[config.mk]
export PLATFORM = sky130hd
export DESIGN_NAME = pals_seq
export DESIGN_NICKNAME = d
export VERILOG_FILES = /design/src/inc/pals_pkg.sv /design/src/rtl/pals_rate_tmr.sv /design/src/rtl/pals_seq.sv
export SDC_FILE = /design/constraint.sdc
export NUM_CORES = 1
export LEC_CHECK = 0
export ABC_AREA = 1
export BUFFER_PORTS_ARGS = -buffer_cell sky130_fd_sc_hd__buf_2
export CORE_MARGIN = 2
export CORE_UTILIZATION = 45
export DETAILED_ROUTE_END_ITERATION = 8
export GPL_TIMING_DRIVEN = 0
export PLACE_DENSITY = 0.73
export RECOVER_POWER = 100
export SLEW_MARGIN = 20
export SYNTH_ARGS = -nofsm -noshare
export SYNTH_HDL_FRONTEND = slang
export SYNTH_HIERARCHICAL = 1
export SYNTH_SLANG_ARGS = --single-unit
[constraint.sdc]
create_clock -name pclk -period 3.7 [get_ports pclk]
set_clock_uncertainty 0.1 [all_clocks]
set_input_delay 0 -clock pclk [delete_from_list [all_inputs] [get_ports pclk]]
set_output_delay 0 -clock pclk [all_outputs]
set_load 0.01 [all_outputs]
[src/inc/pals_pkg.sv]
/*
  Shared constants for the proximity / ambient light measurement sequencer:
  APB register offsets, field positions, reset values, command codes,
  sequencer states and timing counts. Assumes a 25 MHz pclk.
*/
package pals_pkg;
  localparam int CLK_PERIOD_NS  = 40;
  localparam int INTEG_BASE_NS  = 25600;  // 25.6 us shortest integration
  localparam int INTEG_BASE_CYC = (INTEG_BASE_NS + CLK_PERIOD_NS - 1) / CLK_PERIOD_NS;
  localparam int INTEG_GAIN_MAX = 7;      // base << 7 gives 3.28 ms
  localparam int RATE_UNIT_NS   = 32000;  // unit of autonomous rate counts
  localparam int RATE_UNIT_CYC  = RATE_UNIT_NS / CLK_PERIOD_NS;

  localparam int NUM_PS = 3;
  localparam int NUM_CH = 5;              // ps0..ps2, visible, infrared
  localparam int CH_VIS = 3;
  localparam int CH_IR  = 4;

  localparam logic [7:0] OFF_CMD     = 8'h00;
  localparam logic [7:0] OFF_RESP    = 8'h04;
  localparam logic [7:0] OFF_CHANNEL_SELECT_LIST  = 8'h08;
  localparam logic [7:0] OFF_PS_LED  = 8'h0C;
  localparam logic [7:0] OFF_LED_CUR = 8'h10;
  localparam logic [7:0] OFF_ADC_CFG = 8'h14;
  localparam logic [7:0] OFF_RATE    = 8'h18;
  localparam logic [7:0] OFF_INT_CFG = 8'h1C;
  localparam logic [7:0] OFF_INT_ST  = 8'h20;
  localparam logic [7:0] OFF_PS_THR0 = 8'h24;
  localparam logic [7:0] OFF_WIN     = 8'h30;
  localparam logic [7:0] OFF_DATA0   = 8'h34;

  localparam int FLD_W        = 4;        // nibble per LED / ADC group
  localparam int ADC_RANGE    = 3;        // range bit inside an ADC group
  localparam int IC_PS_SET    = 0;
  localparam int IC_PS_THR    = 1;
  localparam int IC_ALS_EVERY = 4;
  localparam int IC_ALS_WIN   = 5;
  localparam int IC_WIN_IR    = 6;
  localparam int ST_PS_SET    = 0;
  localparam int ST_PS_THR    = 1;
  localparam int ST_ALS_SMP   = 4;
  localparam int ST_ALS_WIN   = 5;
  localparam int RESP_BUSY    = 8;

  localparam logic [4:0]  CHANNEL_SELECT_LIST_RST  = 5'h09;
  localparam logic [11:0] PS_LED_RST  = 12'h421;
  localparam logic [11:0] LED_CUR_RST = 12'h000;
  localparam logic [11:0] ADC_CFG_RST = 12'h000;
  localparam logic [15:0] PS_SAT      = 16'h0FFF;
  localparam logic [15:0] ALS_SAT     = 16'hFFFF;

  localparam logic [1:0] ZONE_BELOW  = 2'h0;
  localparam logic [1:0] ZONE_INSIDE = 2'h1;
  localparam logic [1:0] ZONE_ABOVE  = 2'h2;

  localparam logic [7:0] CMD_NOP      = 8'h00;
  localparam logic [7:0] CMD_PS_FORCE = 8'h01;
  localparam logic [7:0] CMD_AL_FORCE = 8'h02;
  localparam logic [7:0] CMD_BO_FORCE = 8'h03;
  localparam logic [7:0] CMD_PS_AUTO  = 8'h04;
  localparam logic [7:0] CMD_AL_AUTO  = 8'h05;
  localparam logic [7:0] CMD_BO_AUTO  = 8'h06;
  localparam logic [7:0] CMD_STOP     = 8'h07;

  typedef enum logic [0:0] {
    SQ_IDLE  = 1'b0,
    SQ_INTEG = 1'b1
  } pals_state_t;
endpackage

[src/rtl/pals_rate_tmr.sv]
/*
  Autonomous measurement rate timer: counts unit ticks and pulses fire every
  rate units while run is high. Assumes unit_tick is a one-cycle enable on pclk.
*/
`timescale 1ns/1ps
module pals_rate_tmr #(
  parameter int W = 16
) (
  input  wire logic         pclk,
  input  wire logic         presetn,
  input  wire logic         run,
  input  wire logic         unit_tick,
  input  wire logic [W-1:0] rate,
  output logic              fire
);
  logic [W-1:0] cnt_r, cnt_nxt;
  logic         fire_r, fire_nxt;

  always_comb begin
    cnt_nxt  = cnt_r;
    fire_nxt = 1'b0;
    // rate zero means this sensor never self-starts
    if (!run || rate == '0) begin
      cnt_nxt = '0;
    end else if (unit_tick) begin
      if (cnt_r >= W'(rate - 1'b1)) begin
        cnt_nxt  = '0;
        fire_nxt = 1'b1;
      end else begin
        cnt_nxt = W'(cnt_r + 1'b1);
      end
    end
  end

  always_ff @(posedge pclk or negedge presetn) begin
    if (!presetn) begin
      cnt_r  <= '0;
      fire_r <= 1'b0;
    end else begin
      cnt_r  <= cnt_nxt;
      fire_r <= fire_nxt;
    end
  end

  assign fire = fire_r;
endmodule

[src/rtl/pals_seq.sv]
/*
  Proximity / ambient light measurement sequencer with APB register slave.
  Runs up to three LED-lit proximity conversions and visible / infrared
  ambient conversions, stores results, flags overflow, raises irq.
  Assumes an analog front end on pclk that converts while adc_conv is high
  and holds adc_data / adc_ovf valid at the last cycle of integration.
*/
// Functional notes
// - each proximity event runs up to three conversions, only enabled ones
// - every proximity conversion has its own LED driver selection
// - default one LED per conversion; masks allow reversed order or all LEDs
// - per-channel proximity threshold, interrupt on crossing when enabled
// - optional interrupt when a full proximity set finishes, thresholds ignored
// - each LED current has its own setting, changeable any time
// - selectable low or high ADC signal range
// - proximity saturation flags overflow and stores 0x0FFF
// - data registers return to normal results once light is in range
// - overflow flags hold until the no-operation command clears them
// - commands still execute while overflow is flagged
// - infrared ambient has its own result channel, disabled via channel list
// - ambient results are 16 bits; high range avoids sunlight overflow
// - integration time 25.6 us default, up to 3.28 ms via gain steps
// - visible and infrared ambient each have their own integration setting
// - ambient saturation flags overflow and stores 0xFFFF
// - measurements start on host command or from autonomous timers
// - ambient and proximity autonomous rates are separate settings
// - ambient interrupt on every sample or only on window change
// - ambient window of lower and upper threshold, irq when either crossed
// - window watches exactly one ambient channel, visible or infrared
`timescale 1ns/1ps
module pals_seq #(
  parameter int unsigned INTEG_BASE = pals_pkg::INTEG_BASE_CYC,
  parameter int unsigned RATE_UNIT  = pals_pkg::RATE_UNIT_CYC
) (
  input  wire logic                      pclk,
  input  wire logic                      presetn,
  input  wire logic [7:0]                paddr,
  input  wire logic                      psel,
  input  wire logic                      penable,
  input  wire logic                      pwrite,
  input  wire logic [31:0]               pwdata,
  output logic      [31:0]               prdata,
  output logic                           pready,
  output logic                           pslverr,
  output logic      [pals_pkg::NUM_PS-1:0] led_en,
  output logic      [3:0]                led_cur0,
  output logic      [3:0]                led_cur1,
  output logic      [3:0]                led_cur2,
  output logic                           adc_conv,
  output logic      [2:0]                adc_chan,
  output logic                           adc_range,
  input  wire logic [15:0]               adc_data,
  input  wire logic                      adc_ovf,
  output logic                           irq
);
  import pals_pkg::*;

  function automatic logic [2:0] first_ch(input logic [NUM_CH-1:0] m);
    first_ch = 3'h0;
    for (int i = NUM_CH - 1; i >= 0; i--) begin
      if (m[i]) first_ch = 3'(i);
    end
  endfunction

  // ps channels share one ADC group, visible and infrared have their own
  function automatic logic [3:0] adc_fld(input logic [11:0] cfg, input logic [2:0] ch);
    if (ch < 3'(NUM_PS)) adc_fld = cfg[3:0];
    else if (ch == 3'(CH_VIS)) adc_fld = cfg[7:4];
    else adc_fld = cfg[11:8];
  endfunction

  // configuration registers
  logic [NUM_CH-1:0] channel_select_list_r, channel_select_list_nxt;
  logic [11:0]       ps_led_r, ps_led_nxt;
  logic [11:0]       led_cur_r, led_cur_nxt;
  logic [11:0]       adc_cfg_r, adc_cfg_nxt;
  logic [15:0]       ps_rate_r, ps_rate_nxt;
  logic [15:0]       als_rate_r, als_rate_nxt;
  logic [6:0]        int_cfg_r, int_cfg_nxt;
  logic [15:0]       ps_thr_r [NUM_PS];
  logic [15:0]       ps_thr_nxt [NUM_PS];
  logic [15:0]       win_lo_r, win_lo_nxt;
  logic [15:0]       win_hi_r, win_hi_nxt;
  logic              pready_r, pready_nxt;
  logic              pslverr_r, pslverr_nxt;
  logic [31:0]       prdata_r, prdata_nxt;
  // sequencer state
  pals_state_t       state_r, state_nxt;
  logic [2:0]        ch_r, ch_nxt;
  logic [NUM_CH-1:0] mask_r, mask_nxt;
  logic              has_ps_r, has_ps_nxt;
  logic [23:0]       cnt_r, cnt_nxt;
  logic              ps_pend_r, ps_pend_nxt;
  logic              als_pend_r, als_pend_nxt;
  logic              auto_ps_r, auto_ps_nxt;
  logic              auto_als_r, auto_als_nxt;
  logic [15:0]       data_r [NUM_CH];
  logic [15:0]       data_nxt [NUM_CH];
  logic [NUM_CH-1:0] ovf_r, ovf_nxt;
  logic [5:0]        int_st_r, int_st_nxt;
  logic [NUM_PS-1:0] above_r, above_nxt;
  logic [1:0]        zone_r, zone_nxt;
  logic [NUM_PS-1:0] led_en_r, led_en_nxt;
  logic              conv_r, conv_nxt;
  logic              range_r, range_nxt;
  logic              irq_r, irq_nxt;
  logic [15:0]       div_r, div_nxt;
  logic              tick_r, tick_nxt;

  logic        wr_go;
  logic        cmd_wr;
  logic        rd_hit;
  logic [31:0] rd_data;
  logic        ps_fire;
  logic        als_fire;

  assign wr_go  = psel && penable && pwrite && pready_r && !pslverr_r;
  assign cmd_wr = wr_go && paddr == OFF_CMD;

  always_comb begin
    rd_hit  = 1'b1;
    rd_data = '0;
    unique case (paddr)
      OFF_CMD:     rd_data = '0;
      OFF_RESP:    rd_data = {23'h00_0000, state_r == SQ_INTEG, 3'h0, ovf_r};
      OFF_CHANNEL_SELECT_LIST:  rd_data = {27'h000_0000, channel_select_list_r};
      OFF_PS_LED:  rd_data = {20'h0_0000, ps_led_r};
      OFF_LED_CUR: rd_data = {20'h0_0000, led_cur_r};
      OFF_ADC_CFG: rd_data = {20'h0_0000, adc_cfg_r};
      OFF_RATE:    rd_data = {als_rate_r, ps_rate_r};
      OFF_INT_CFG: rd_data = {25'h000_0000, int_cfg_r};
      OFF_INT_ST:  rd_data = {26'h000_0000, int_st_r};
      OFF_WIN:     rd_data = {win_hi_r, win_lo_r};
      default: begin
        rd_hit = 1'b0;
        for (int i = 0; i < NUM_PS; i++) begin
          if (paddr == 8'(OFF_PS_THR0 + 4 * i)) begin
            rd_hit  = 1'b1;
            rd_data = {16'h0000, ps_thr_r[i]};
          end
        end
        for (int i = 0; i < NUM_CH; i++) begin
          if (paddr == 8'(OFF_DATA0 + 4 * i)) begin
            rd_hit  = 1'b1;
            rd_data = {16'h0000, data_r[i]};
          end
        end
      end
    endcase
  end

  // bus slave and configuration: no wait states, writes land at completion
  always_comb begin
    pready_nxt   = 1'b0;
    pslverr_nxt  = pslverr_r;
    prdata_nxt   = prdata_r;
    channel_select_list_nxt   = channel_select_list_r;
    ps_led_nxt   = ps_led_r;
    led_cur_nxt  = led_cur_r;
    adc_cfg_nxt  = adc_cfg_r;
    ps_rate_nxt  = ps_rate_r;
    als_rate_nxt = als_rate_r;
    int_cfg_nxt  = int_cfg_r;
    ps_thr_nxt   = ps_thr_r;
    win_lo_nxt   = win_lo_r;
    win_hi_nxt   = win_hi_r;
    if (psel && !penable) begin
      pready_nxt  = 1'b1;
      pslverr_nxt = !rd_hit;
      prdata_nxt  = pwrite ? 32'h0000_0000 : rd_data;
    end
    if (wr_go) begin
      unique case (paddr)
        OFF_CHANNEL_SELECT_LIST:  channel_select_list_nxt = pwdata[NUM_CH-1:0];
        OFF_PS_LED:  ps_led_nxt = pwdata[11:0];
        OFF_LED_CUR: led_cur_nxt = pwdata[11:0];
        OFF_ADC_CFG: adc_cfg_nxt = pwdata[11:0];
        OFF_RATE: begin
          ps_rate_nxt  = pwdata[15:0];
          als_rate_nxt = pwdata[31:16];
        end
        OFF_INT_CFG: int_cfg_nxt = pwdata[6:0];
        OFF_WIN: begin
          win_lo_nxt = pwdata[15:0];
          win_hi_nxt = pwdata[31:16];
        end
        default: begin
          for (int i = 0; i < NUM_PS; i++) begin
            if (paddr == 8'(OFF_PS_THR0 + 4 * i)) ps_thr_nxt[i] = pwdata[15:0];
          end
        end
      endcase
    end
  end

  always_ff @(posedge pclk or negedge presetn) begin
    if (!presetn) begin
      pready_r   <= 1'b0;
      pslverr_r  <= 1'b0;
      prdata_r   <= 32'h0000_0000;
      channel_select_list_r   <= CHANNEL_SELECT_LIST_RST;
      ps_led_r   <= PS_LED_RST;
      led_cur_r  <= LED_CUR_RST;
      adc_cfg_r  <= ADC_CFG_RST;
      ps_rate_r  <= 16'h0000;
      als_rate_r <= 16'h0000;
      int_cfg_r  <= 7'h00;
      ps_thr_r   <= '{default: 16'h0000};
      win_lo_r   <= 16'h0000;
      win_hi_r   <= 16'hFFFF;
    end else begin
      pready_r   <= pready_nxt;
      pslverr_r  <= pslverr_nxt;
      prdata_r   <= prdata_nxt;
      channel_select_list_r   <= channel_select_list_nxt;
      ps_led_r   <= ps_led_nxt;
      led_cur_r  <= led_cur_nxt;
      adc_cfg_r  <= adc_cfg_nxt;
      ps_rate_r  <= ps_rate_nxt;
      als_rate_r <= als_rate_nxt;
      int_cfg_r  <= int_cfg_nxt;
      ps_thr_r   <= ps_thr_nxt;
      win_lo_r   <= win_lo_nxt;
      win_hi_r   <= win_hi_nxt;
    end
  end

  // rate unit divider, one pulse per RATE_UNIT cycles
  always_comb begin
    tick_nxt = 1'b0;
    div_nxt  = 16'(div_r + 1'b1);
    if (div_r == 16'(RATE_UNIT - 1)) begin
      div_nxt  = 16'h0000;
      tick_nxt = 1'b1;
    end
  end

  pals_rate_tmr #(.W(16)) u_ps_tmr (
    .pclk      (pclk),
    .presetn   (presetn),
    .run       (auto_ps_r),
    .unit_tick (tick_r),
    .rate      (ps_rate_r),
    .fire      (ps_fire)
  );

  pals_rate_tmr #(.W(16)) u_als_tmr (
    .pclk      (pclk),
    .presetn   (presetn),
    .run       (auto_als_r),
    .unit_tick (tick_r),
    .rate      (als_rate_r),
    .fire      (als_fire)
  );

  // measurement sequencer
  always_comb begin
    logic [NUM_CH-1:0] rem;
    logic              start;
    logic [15:0]       res;
    logic              above;
    logic [1:0]        zone;
    logic [3:0]        fld;
    rem          = mask_r;
    start        = 1'b0;
    res          = adc_data;
    above        = 1'b0;
    zone         = ZONE_INSIDE;
    fld          = 4'h0;
    state_nxt    = state_r;
    ch_nxt       = ch_r;
    mask_nxt     = mask_r;
    has_ps_nxt   = has_ps_r;
    cnt_nxt      = cnt_r;
    ps_pend_nxt  = ps_pend_r;
    als_pend_nxt = als_pend_r;
    auto_ps_nxt  = auto_ps_r;
    auto_als_nxt = auto_als_r;
    data_nxt     = data_r;
    ovf_nxt      = ovf_r;
    int_st_nxt   = int_st_r;
    above_nxt    = above_r;
    zone_nxt     = zone_r;
    // clears first so that a same-cycle hardware set wins
    if (cmd_wr && pwdata[7:0] == CMD_NOP) ovf_nxt = '0;
    if (wr_go && paddr == OFF_INT_ST) int_st_nxt = int_st_r & ~pwdata[5:0];
    unique case (state_r)
      SQ_IDLE: begin
        if (ps_pend_r || als_pend_r) begin
          rem          = channel_select_list_r & {{2{als_pend_r}}, {NUM_PS{ps_pend_r}}};
          has_ps_nxt   = ps_pend_r && (|channel_select_list_r[NUM_PS-1:0]);
          ps_pend_nxt  = 1'b0;
          als_pend_nxt = 1'b0;
          start        = |rem;
        end
      end
      SQ_INTEG: begin
        if (cnt_r > 24'h00_0001) begin
          cnt_nxt = 24'(cnt_r - 1'b1);
        end else begin
          if (ch_r < 3'(NUM_PS)) begin
            res   = adc_ovf ? PS_SAT : adc_data;
            above = res > ps_thr_r[ch_r[1:0]];
            if (int_cfg_r[IC_PS_THR + 32'(ch_r)] && above != above_r[ch_r[1:0]]) begin
              int_st_nxt[ST_PS_THR + 32'(ch_r)] = 1'b1;
            end
            above_nxt[ch_r[1:0]] = above;
          end else begin
            res = adc_ovf ? ALS_SAT : adc_data;
            if (int_cfg_r[IC_ALS_EVERY]) int_st_nxt[ST_ALS_SMP] = 1'b1;
            if (ch_r == (int_cfg_r[IC_WIN_IR] ? 3'(CH_IR) : 3'(CH_VIS))) begin
              zone = (res < win_lo_r) ? ZONE_BELOW :
                     (res > win_hi_r) ? ZONE_ABOVE : ZONE_INSIDE;
              if (int_cfg_r[IC_ALS_WIN] && zone != zone_r) begin
                int_st_nxt[ST_ALS_WIN] = 1'b1;
              end
              zone_nxt = zone;
            end
          end
          data_nxt[ch_r] = res;
          if (adc_ovf) ovf_nxt[ch_r] = 1'b1;
          rem   = mask_r & ~(5'h01 << ch_r);
          start = |rem;
          if (!start) begin
            state_nxt = SQ_IDLE;
            if (has_ps_r && int_cfg_r[IC_PS_SET]) int_st_nxt[ST_PS_SET] = 1'b1;
          end
        end
      end
    endcase
    if (start) begin
      state_nxt = SQ_INTEG;
      ch_nxt    = first_ch(rem);
      mask_nxt  = rem;
    end
    fld = adc_fld(adc_cfg_r, ch_nxt);
    if (start) cnt_nxt = 24'(INTEG_BASE) << fld[2:0];
    // commands are honoured regardless of the overflow flags
    if (cmd_wr) begin
      unique case (pwdata[7:0])
        CMD_PS_FORCE: ps_pend_nxt = 1'b1;
        CMD_AL_FORCE: als_pend_nxt = 1'b1;
        CMD_BO_FORCE: begin
          ps_pend_nxt  = 1'b1;
          als_pend_nxt = 1'b1;
        end
        CMD_PS_AUTO: auto_ps_nxt = 1'b1;
        CMD_AL_AUTO: auto_als_nxt = 1'b1;
        CMD_BO_AUTO: begin
          auto_ps_nxt  = 1'b1;
          auto_als_nxt = 1'b1;
        end
        CMD_STOP: begin
          auto_ps_nxt  = 1'b0;
          auto_als_nxt = 1'b0;
        end
        default: ;
      endcase
    end
    if (ps_fire) ps_pend_nxt = 1'b1;
    if (als_fire) als_pend_nxt = 1'b1;
    conv_nxt   = state_nxt == SQ_INTEG;
    range_nxt  = conv_nxt && fld[ADC_RANGE];
    led_en_nxt = '0;
    if (conv_nxt && ch_nxt < 3'(NUM_PS)) begin
      led_en_nxt = ps_led_r[{ch_nxt[1:0], 2'h0} +: NUM_PS];
    end
    irq_nxt = |int_st_nxt;
  end

  always_ff @(posedge pclk or negedge presetn) begin
    if (!presetn) begin
      state_r    <= SQ_IDLE;
      ch_r       <= 3'h0;
      mask_r     <= '0;
      has_ps_r   <= 1'b0;
      cnt_r      <= 24'h00_0000;
      ps_pend_r  <= 1'b0;
      als_pend_r <= 1'b0;
      auto_ps_r  <= 1'b0;
      auto_als_r <= 1'b0;
      data_r     <= '{default: 16'h0000};
      ovf_r      <= '0;
      int_st_r   <= 6'h00;
      above_r    <= '0;
      zone_r     <= ZONE_INSIDE;
      led_en_r   <= '0;
      conv_r     <= 1'b0;
      range_r    <= 1'b0;
      irq_r      <= 1'b0;
      div_r      <= 16'h0000;
      tick_r     <= 1'b0;
    end else begin
      state_r    <= state_nxt;
      ch_r       <= ch_nxt;
      mask_r     <= mask_nxt;
      has_ps_r   <= has_ps_nxt;
      cnt_r      <= cnt_nxt;
      ps_pend_r  <= ps_pend_nxt;
      als_pend_r <= als_pend_nxt;
      auto_ps_r  <= auto_ps_nxt;
      auto_als_r <= auto_als_nxt;
      data_r     <= data_nxt;
      ovf_r      <= ovf_nxt;
      int_st_r   <= int_st_nxt;
      above_r    <= above_nxt;
      zone_r     <= zone_nxt;
      led_en_r   <= led_en_nxt;
      conv_r     <= conv_nxt;
      range_r    <= range_nxt;
      irq_r      <= irq_nxt;
      div_r      <= div_nxt;
      tick_r     <= tick_nxt;
    end
  end

  assign prdata    = prdata_r;
  assign pready    = pready_r;
  assign pslverr   = pslverr_r;
  assign led_en    = led_en_r;
  assign led_cur0  = led_cur_r[3:0];
  assign led_cur1  = led_cur_r[7:4];
  assign led_cur2  = led_cur_r[11:8];
  assign adc_conv  = conv_r;
  assign adc_chan  = ch_r;
  assign adc_range = range_r;
  assign irq       = irq_r;
endmodule

# Yosys cells after proc, flatten, opt, wreduce, memory -nomap -nowiden
# Index checks and enable logic that the tools add are counted.
[totals]
regBits = 384
input_bits = 62
out_inout_bits = 55
[classes]
add_sub_neg = 7
order_cmp = 17
eq_ne = 29
shift = 3
n_mux = 108
n_bitwise = 13
reduce_logical = 63
[op_table]
columns = ["op", "count"]
rows = [
  ["one-hot mux 32 bit (10 select lines)", 1],
  ["2-to-1 mux 16 bit", 16],
  ["2-to-1 mux 32 bit", 8],
  ["bitwise mux 80 bit", 1],
  ["2-to-1 mux 24 bit", 3],
  ["== test 8 x 6 -> 1 bit (second input constant)", 8],
  ["adder 16 x 1 -> 16 bit (second input constant)", 3],
  ["demux 16 bit (select 3 bit)", 1],
  ["2-to-1 mux 1 bit", 43],
  ["== test 8 x 3 -> 1 bit (second input constant)", 5],
  ["binary-select mux 16 bit (select 2 bit)", 1],
  ["== test 8 x 5 -> 1 bit (second input constant)", 4],
  ["greater-or-equal comparator 16 bit", 2],
  ["greater-than comparator 16 bit", 2],
  ["zero test 16 bit", 2],
  ["subtractor 16 x 1 -> 16 bit (second input constant)", 2],
  ["2-to-1 mux 5 bit", 6],
  ["greater-than comparator 24 x 1 -> 1 bit (second input constant)", 1],
  ["2-to-1 mux 3 bit", 8],
  ["2-to-1 mux 6 bit", 4],
  ["AND reduction 2 bit", 12],
  ["<< shifter 10 x 3 -> 24 bit (first input constant)", 1],
  ["subtractor 24 x 1 -> 24 bit (second input constant)", 1],
  ["logical AND 1 bit", 18],
  ["other kinds (53)", 87],
]

# Logic depth before layout (Yosys ltp)
[logic_depth]
word_depth = 16
depth_mapped = 23

# Cells and area by module
# Netlist, hierarchy kept.
[modules_own_cells]
columns = ["mod", "instances", "cells_per_inst", "area_per_inst_um2", "seq_area_each_um2"]
rows = [
  ["pals_seq", 1, 2219, 18044.8, 8785.9],
  ["pals_rate_tmr", 2, 276, 1783.0, 425.4],
]

# Least setup slack after synthesis
# OpenSTA, ideal clock, no wires.
[synth_path]
kind = "register to register"
from = "register ch_r[1], in the netlist adc_chan[1]"
to = "register cnt_r[11] (netlist name)"
setup_time_ns = 0.117
t_arrival_ns = 2.839
required_ns = 3.483
setup_slack_ns = 0.644
stages_incl_launch_ff = 17
n_path_buf = 2
synth_period_minus_slack_ns = 3.056
cell_sequence = "dfrtp_1 > inv_1 > clkbuf_1 > buf_1 > ha_1 > inv_1 > o21ai_1 > nand4_2 > a21boi_4 > nor2_4 > a21oi_4 > nand4_1 > nand3_4 > nand3b_1 > nand3_1 > nand2_1 > nand2_1"
[synth_rtl]
columns = ["item", "line_no", "text"]
rows = [
  ["start: declaration", "pals_seq.sv:89", "logic [2:0] ch_r, ch_nxt;"],
  ["start signal: assignment", "pals_seq.sv:395", "ch_r <= ch_nxt;"],
]

# Worst setup path in the final report
[layout_path]
from = "register ch_r[0], in the netlist adc_chan[0]"
to = "register irq_r, in the netlist irq"
[layout_via]
elab_chain_cells = 14
word_cells_on_any_way = 33
classes_between = "add/sub (1); order compare (4); eq/ne (2); shift (1); mux (17); bitwise (4); reduce/logical (4)"
[layout_lines]
columns = ["item", "line_no", "text"]
rows = [
  ["NOT 2 -> 3 bit (not written as such)", "pals_seq.sv:303", "above = res > ps_thr_r[ch_r[1:0]];"],
  ["binary-select mux 16 bit (select 2 bit)", "pals_seq.sv:303", ""],
  ["2-to-1 mux 16 bit (not written as such) (2 in a row)", "pals_seq.sv:303", ""],
  ["greater-than comparator 16 bit", "pals_seq.sv:303", ""],
  ["inequality test 1 bit", "pals_seq.sv:304", "if (int_cfg_r[IC_PS_THR + 32'(ch_r)] && above != above_r[ch_r[1:0]]) begin"],
  ["logical AND 1 bit", "pals_seq.sv:304", ""],
  ["2-to-1 mux 6 bit", "pals_seq.sv:304", ""],
  ["2-to-1 mux 4 bit", "pals_seq.sv:301", "if (ch_r < 3'(NUM_PS)) begin"],
  ["2-to-1 mux 1 bit", "pals_seq.sv:326", "if (has_ps_r && int_cfg_r[IC_PS_SET]) int_st_nxt[ST_PS_SET] = 1'b1;"],
  ["2-to-1 mux 1 bit", "pals_seq.sv:324", "if (!start) begin"],
  ["2-to-1 mux 6 bit (*)", "pals_seq.sv:298", "if (cnt_r > 24'h00_0001) begin"],
  ["2-to-1 mux 6 bit (*)", "pals_seq.sv:287", "unique case (state_r)"],
  ["OR reduction 6 bit (*)", "pals_seq.sv:368", "irq_nxt = |int_st_nxt;"],
  ["named net irq_nxt", "pals_seq.sv:106", "logic irq_r, irq_nxt;"],
  ["end signal: assignment", "pals_seq.sv:411", "irq_r <= irq_nxt;"],
  ["end: declaration", "pals_seq.sv:106", ""],
]
# Mark *: on every way through the listed nets, which the timed path passes. The rest lies on a longest branch. The select of a mux whose other input is x is not followed.
# A chain may end at the register's enable or synchronous reset.

==> run summary <==
The flow ran to the end, but the final reports show violations. The checks that failed: capacitance limit, slew limit. The share of the cycle needed by the critical path after routing works out to 97.4%. The run gives 3 as the number of antenna violations at the first check in global routing. By area the synthesized netlist is led by dfrtp_1 (42%), nand2_1 (12%), o21ai_0 (7.3%). From left edge to right edge, the die measures 223 µm. TritonCTS built the clock tree. The post-route antenna net violation count was 0; the synthesized netlist cell count was 2771. The total count of hold-check failures in the final report is 0. For the number of violations of the max-capacitance limit, the log shows 2. The tools report the initial core utilization as 45.5%. In this run, the clock network consumes 49.4% of the power. The final number of setup-violating endpoints is 0. The count of yosys warnings during synthesis was 6. After detailed routing, the number of vias per cell comes to 5.75.

Area of the die: 49800 µm². The tree is rooted in a clkbuf_16. Fraction of the yosys area taken by sequential cells: 44.6%. The library cell used most frequently in the layout, excluding fill and tap cells, is nand2_1.

Clock-pin slew was measured on the worst setup and hold paths at 0.06 ns. For the worst-case setup margin in the final layout, the log shows 0.0960 ns. Class of the most critical hold timing path: in -> reg. After global routing the overflow that remains totals 0. For the worst setup path, the data arrival time is 3.93 ns. The signed area change from the synthesized netlist to the final layout was 15.9%; the total negative setup slack was 0 ns. The biggest area contributor in the post-synthesis netlist is dfrtp_1. The detailed router finished its first iteration with 2248 violations. The logs give 7.13 mW for the internal power and -0.462 ns for the worst-case setup slack after placement.

At the pin with the least slew margin, the transition time is 2.37 ns. The number of different library cells used by synthesis comes to 65. Endpoint kind of the worst setup timing path: a register.

Summed over its instances, the top area cell type makes up 41.9% of the synthesized netlist area. The tools report the category of the worst setup path launch point as a register. The count of final max-slew check failures was 171.

The via count came out at 21000. The post-route netlist has 8.55% of its cells at a drive strength greater than 1. Per report_power, the combinational group accounts for 5.2% of the total. In this run, synthesis inferred 0 flip-flops with an integrated enable. The die is 223 µm tall. In the final routed layout, each cell accounts on average for 20.0 µm. Clock tree synthesis inserted a total of 45 buffers. Area of the core region: 47500 µm². After synthesis, the mean cell area works out to 7.80 µm². Detailed placement finished with a half-perimeter wire length of 54400 µm. The sequential group share of total power was 45.4%; the post-synthesis instance area was 21600 µm². Summed over all cells, the static leakage comes to 11.7 nW. Number of rows created at floorplan: 80. Timing would allow up to 0.277 GHz. The tree built by TritonCTS fans out to 384 sinks. Switching power total: 2.18 mW. Setup repair after global routing could not meet its margin everywhere. In the layout the commonest cells are nand2_1 (713), dfrtp_1 (360), o21ai_0 (325). The final critical-path required period is 3.60 ns.

The run gives 101 as the maximum number of pins on one net before global-route repair. At the later pin of the worst-skew pair, clock insertion delay measures 0.58 ns. In this run the count of I/O pins placed on the die edge is 117.

The most used flip-flop cell after synthesis is dfrtp_1. Deepest level of the CTS H-tree: 2. Of all flip-flops after synthesis, the portion carrying an async set or reset was 100%. STA puts the critical path data required time at 4.03 ns. The first detailed-routing pass took 7 iterations. Buffers placed on the I/O ports in this run total 115. Switching part of the total power: 23.4%.

Routability-driven placement finished with a final weighted congestion of 1.01. The logs give 310 µV for the maximum ir drop on the vdd rail and 2925 for the synthesized netlist net count. The clock passes through at most 3 buffers. The first global-routing pass estimated 113000 µm of wire. The overall track demand over capacity in global routing is 29.2%. The post-detailed-route DRC marker count was 0. The synthesized design contains 384 register bits.

In this run the worst path has a maximum fanout of 10. The run gives 20200 as the via count of the first global-routing pass. The worst relative slew slack was -57.7%; the power density normalized to cell area was 372 nW/µm². In the final design database the tool counted 3148 nets. Critical setup path kind: reg -> reg. Summed over all layers, the routed wires come to 73100 µm.
-- registers in the layout, indices dropped and copies added, names as in the netlist, 6 cells and up --
name	cells
als_rate_r	16
u_als_tmr/cnt_r	16
int_cfg_r	7
win_lo_r	16
adc_cfg_r	12
led_cur_r	12
int_st_r	6
ps_thr_r	48
data_r	80
cnt_r	24
div_r	16
ps_rate_r	16
u_ps_tmr/cnt_r	16
win_hi_r	16
prdata	32
ps_led_r	12
-- power by group through the flow --
stage	registers, mW	clock network [mW]	logic (mW)
after detailed placement	4.30	0	0.445
after CTS	4.23	4.65	0.494
after floorplan	4.31	0	0.172
after global placement	4.31	0	0.417
after global routing	4.23	4.82	0.526
final	4.23	4.60	0.483
-- critical path, stage by stage (launching register included) --
cell,delay (ns)
dfrtp_2,0.53
buf_4,0.27
buf_2,0.26
a21oi_1,0.10
a22oi_1,0.31
ha_1,0.32
a21oi_1,0.13
nor2_1,0.05
a211oi_1,0.21
o211ai_1,0.20
and2_1,0.19
nor2_1,0.12
nor2_2,0.09
nand2_1,0.07
nand2_1,0.05
a21oi_1,0.17
nand2_1,0.08
nor2_1,0.09
nand2_1,0.10
-- cell type report --
| class | count | area, µm² |
|---|---|---|
| Timing Repair Buffer | 177 | 1110 |
| Buffer | 106 | 483 |
| Inverter | 307 | 1160 |
| Fill cell | 4426 | 22500 |
| Sequential cell | 384 | 9640 |
| Antenna cell | 1 | 2.50 |
| Clock inverter | 10 | 145 |
| Tap cell | 615 | 769 |
| Clock buffer | 73 | 1390 |
| Multi-Input combinational cell | 1973 | 10300 |
-- kinds of logic after synthesis --
family | after synthesis | synth area share (%)
adders and majority gates | 92 | 5.33
and+or+nand+nor | 1220 | 24.2
AOI/OAI and AO/OA | 621 | 16.7
buffers and inverters | 414 | 7.55
DFF | 384 | 44.6
muxes | 1 | 0.0521
xor gates and xnor gates | 39 | 1.58
-- cells in the mapped netlist, types with 10 or more instances --
master / count
nand2_1: 712
dfrtp_1: 362
o21ai_0: 315
inv_1: 296
nor2_1: 241
a21oi_1: 139
nand3_1: 96
ha_1: 92
clkbuf_1: 81
nor3_1: 45
nand4_1: 37
nor4_1: 26
dfstp_2: 22
a221oi_1: 21
xnor2_1: 21
a22o_1: 20
o211ai_1: 20
xor2_1: 18
a22oi_1: 17
nor2_2: 16
o21ai_1: 15
buf_2: 14
a31oi_1: 12
nand2_2: 11
o21bai_1: 10
-- timing repair --
| action | 4_1_cts | 5_1_grt |
|---|---|---|
| endpoints found under the hold margin | 397 | 0 |
| gates cloned | 0 | 0 |
| hold buffers | 58 | 0 |
| setup endpoints to repair | 38 | 50 |
| gates resized for setup | 9 | 20 |
| setup buffers | 0 | 0 |
| pin swaps | 0 | 0 |
-- worst paths after layout --
check                                 start      endpoint  slack [ns]  cells after the start
worst max-delay path            adc_chan[0]           irq         0.1                     18
worst min-delay path               paddr[2]  ps_thr_r[47]        0.06                      6
worst max register to register  adc_chan[0]           irq         0.1                     18
worst min register to register     div_r[0]      div_r[0]        0.36                      1
max in group asynchronous           presetn    data_r[75]        0.51                      5
min in group asynchronous           presetn     cnt_r[20]        0.89                      4
-- per-layer routing --
metal  global-route usage (%)  wire length (µm)  vias up
li1                         -                 -     9648
met1                     38.4             29900    10100
met3                     4.53              5730      227
met4                     15.3              4130        0
met5                        0                 0        -
met2                     46.9             33300     1034
-- through the flow --
stage | hold WS, ns | power [mW] | cells | util, % | instance area, µm²
global placement | 0.137 | 4.72 | 3501 | 48.3 | 23000
finish | 0.0615 | 9.32 | 3646 | 52.7 | 25000
floorplan | -0.396 | 4.48 | 2771 | - | 21600
global route | 0.0689 | 9.58 | 3646 | 52.7 | 25000
detailed placement | -0.236 | 4.75 | 3505 | 48.5 | 23100
CTS | 0.0294 | 9.38 | 3646 | 53.0 | 25200
(Power assumes the default switching activity.)
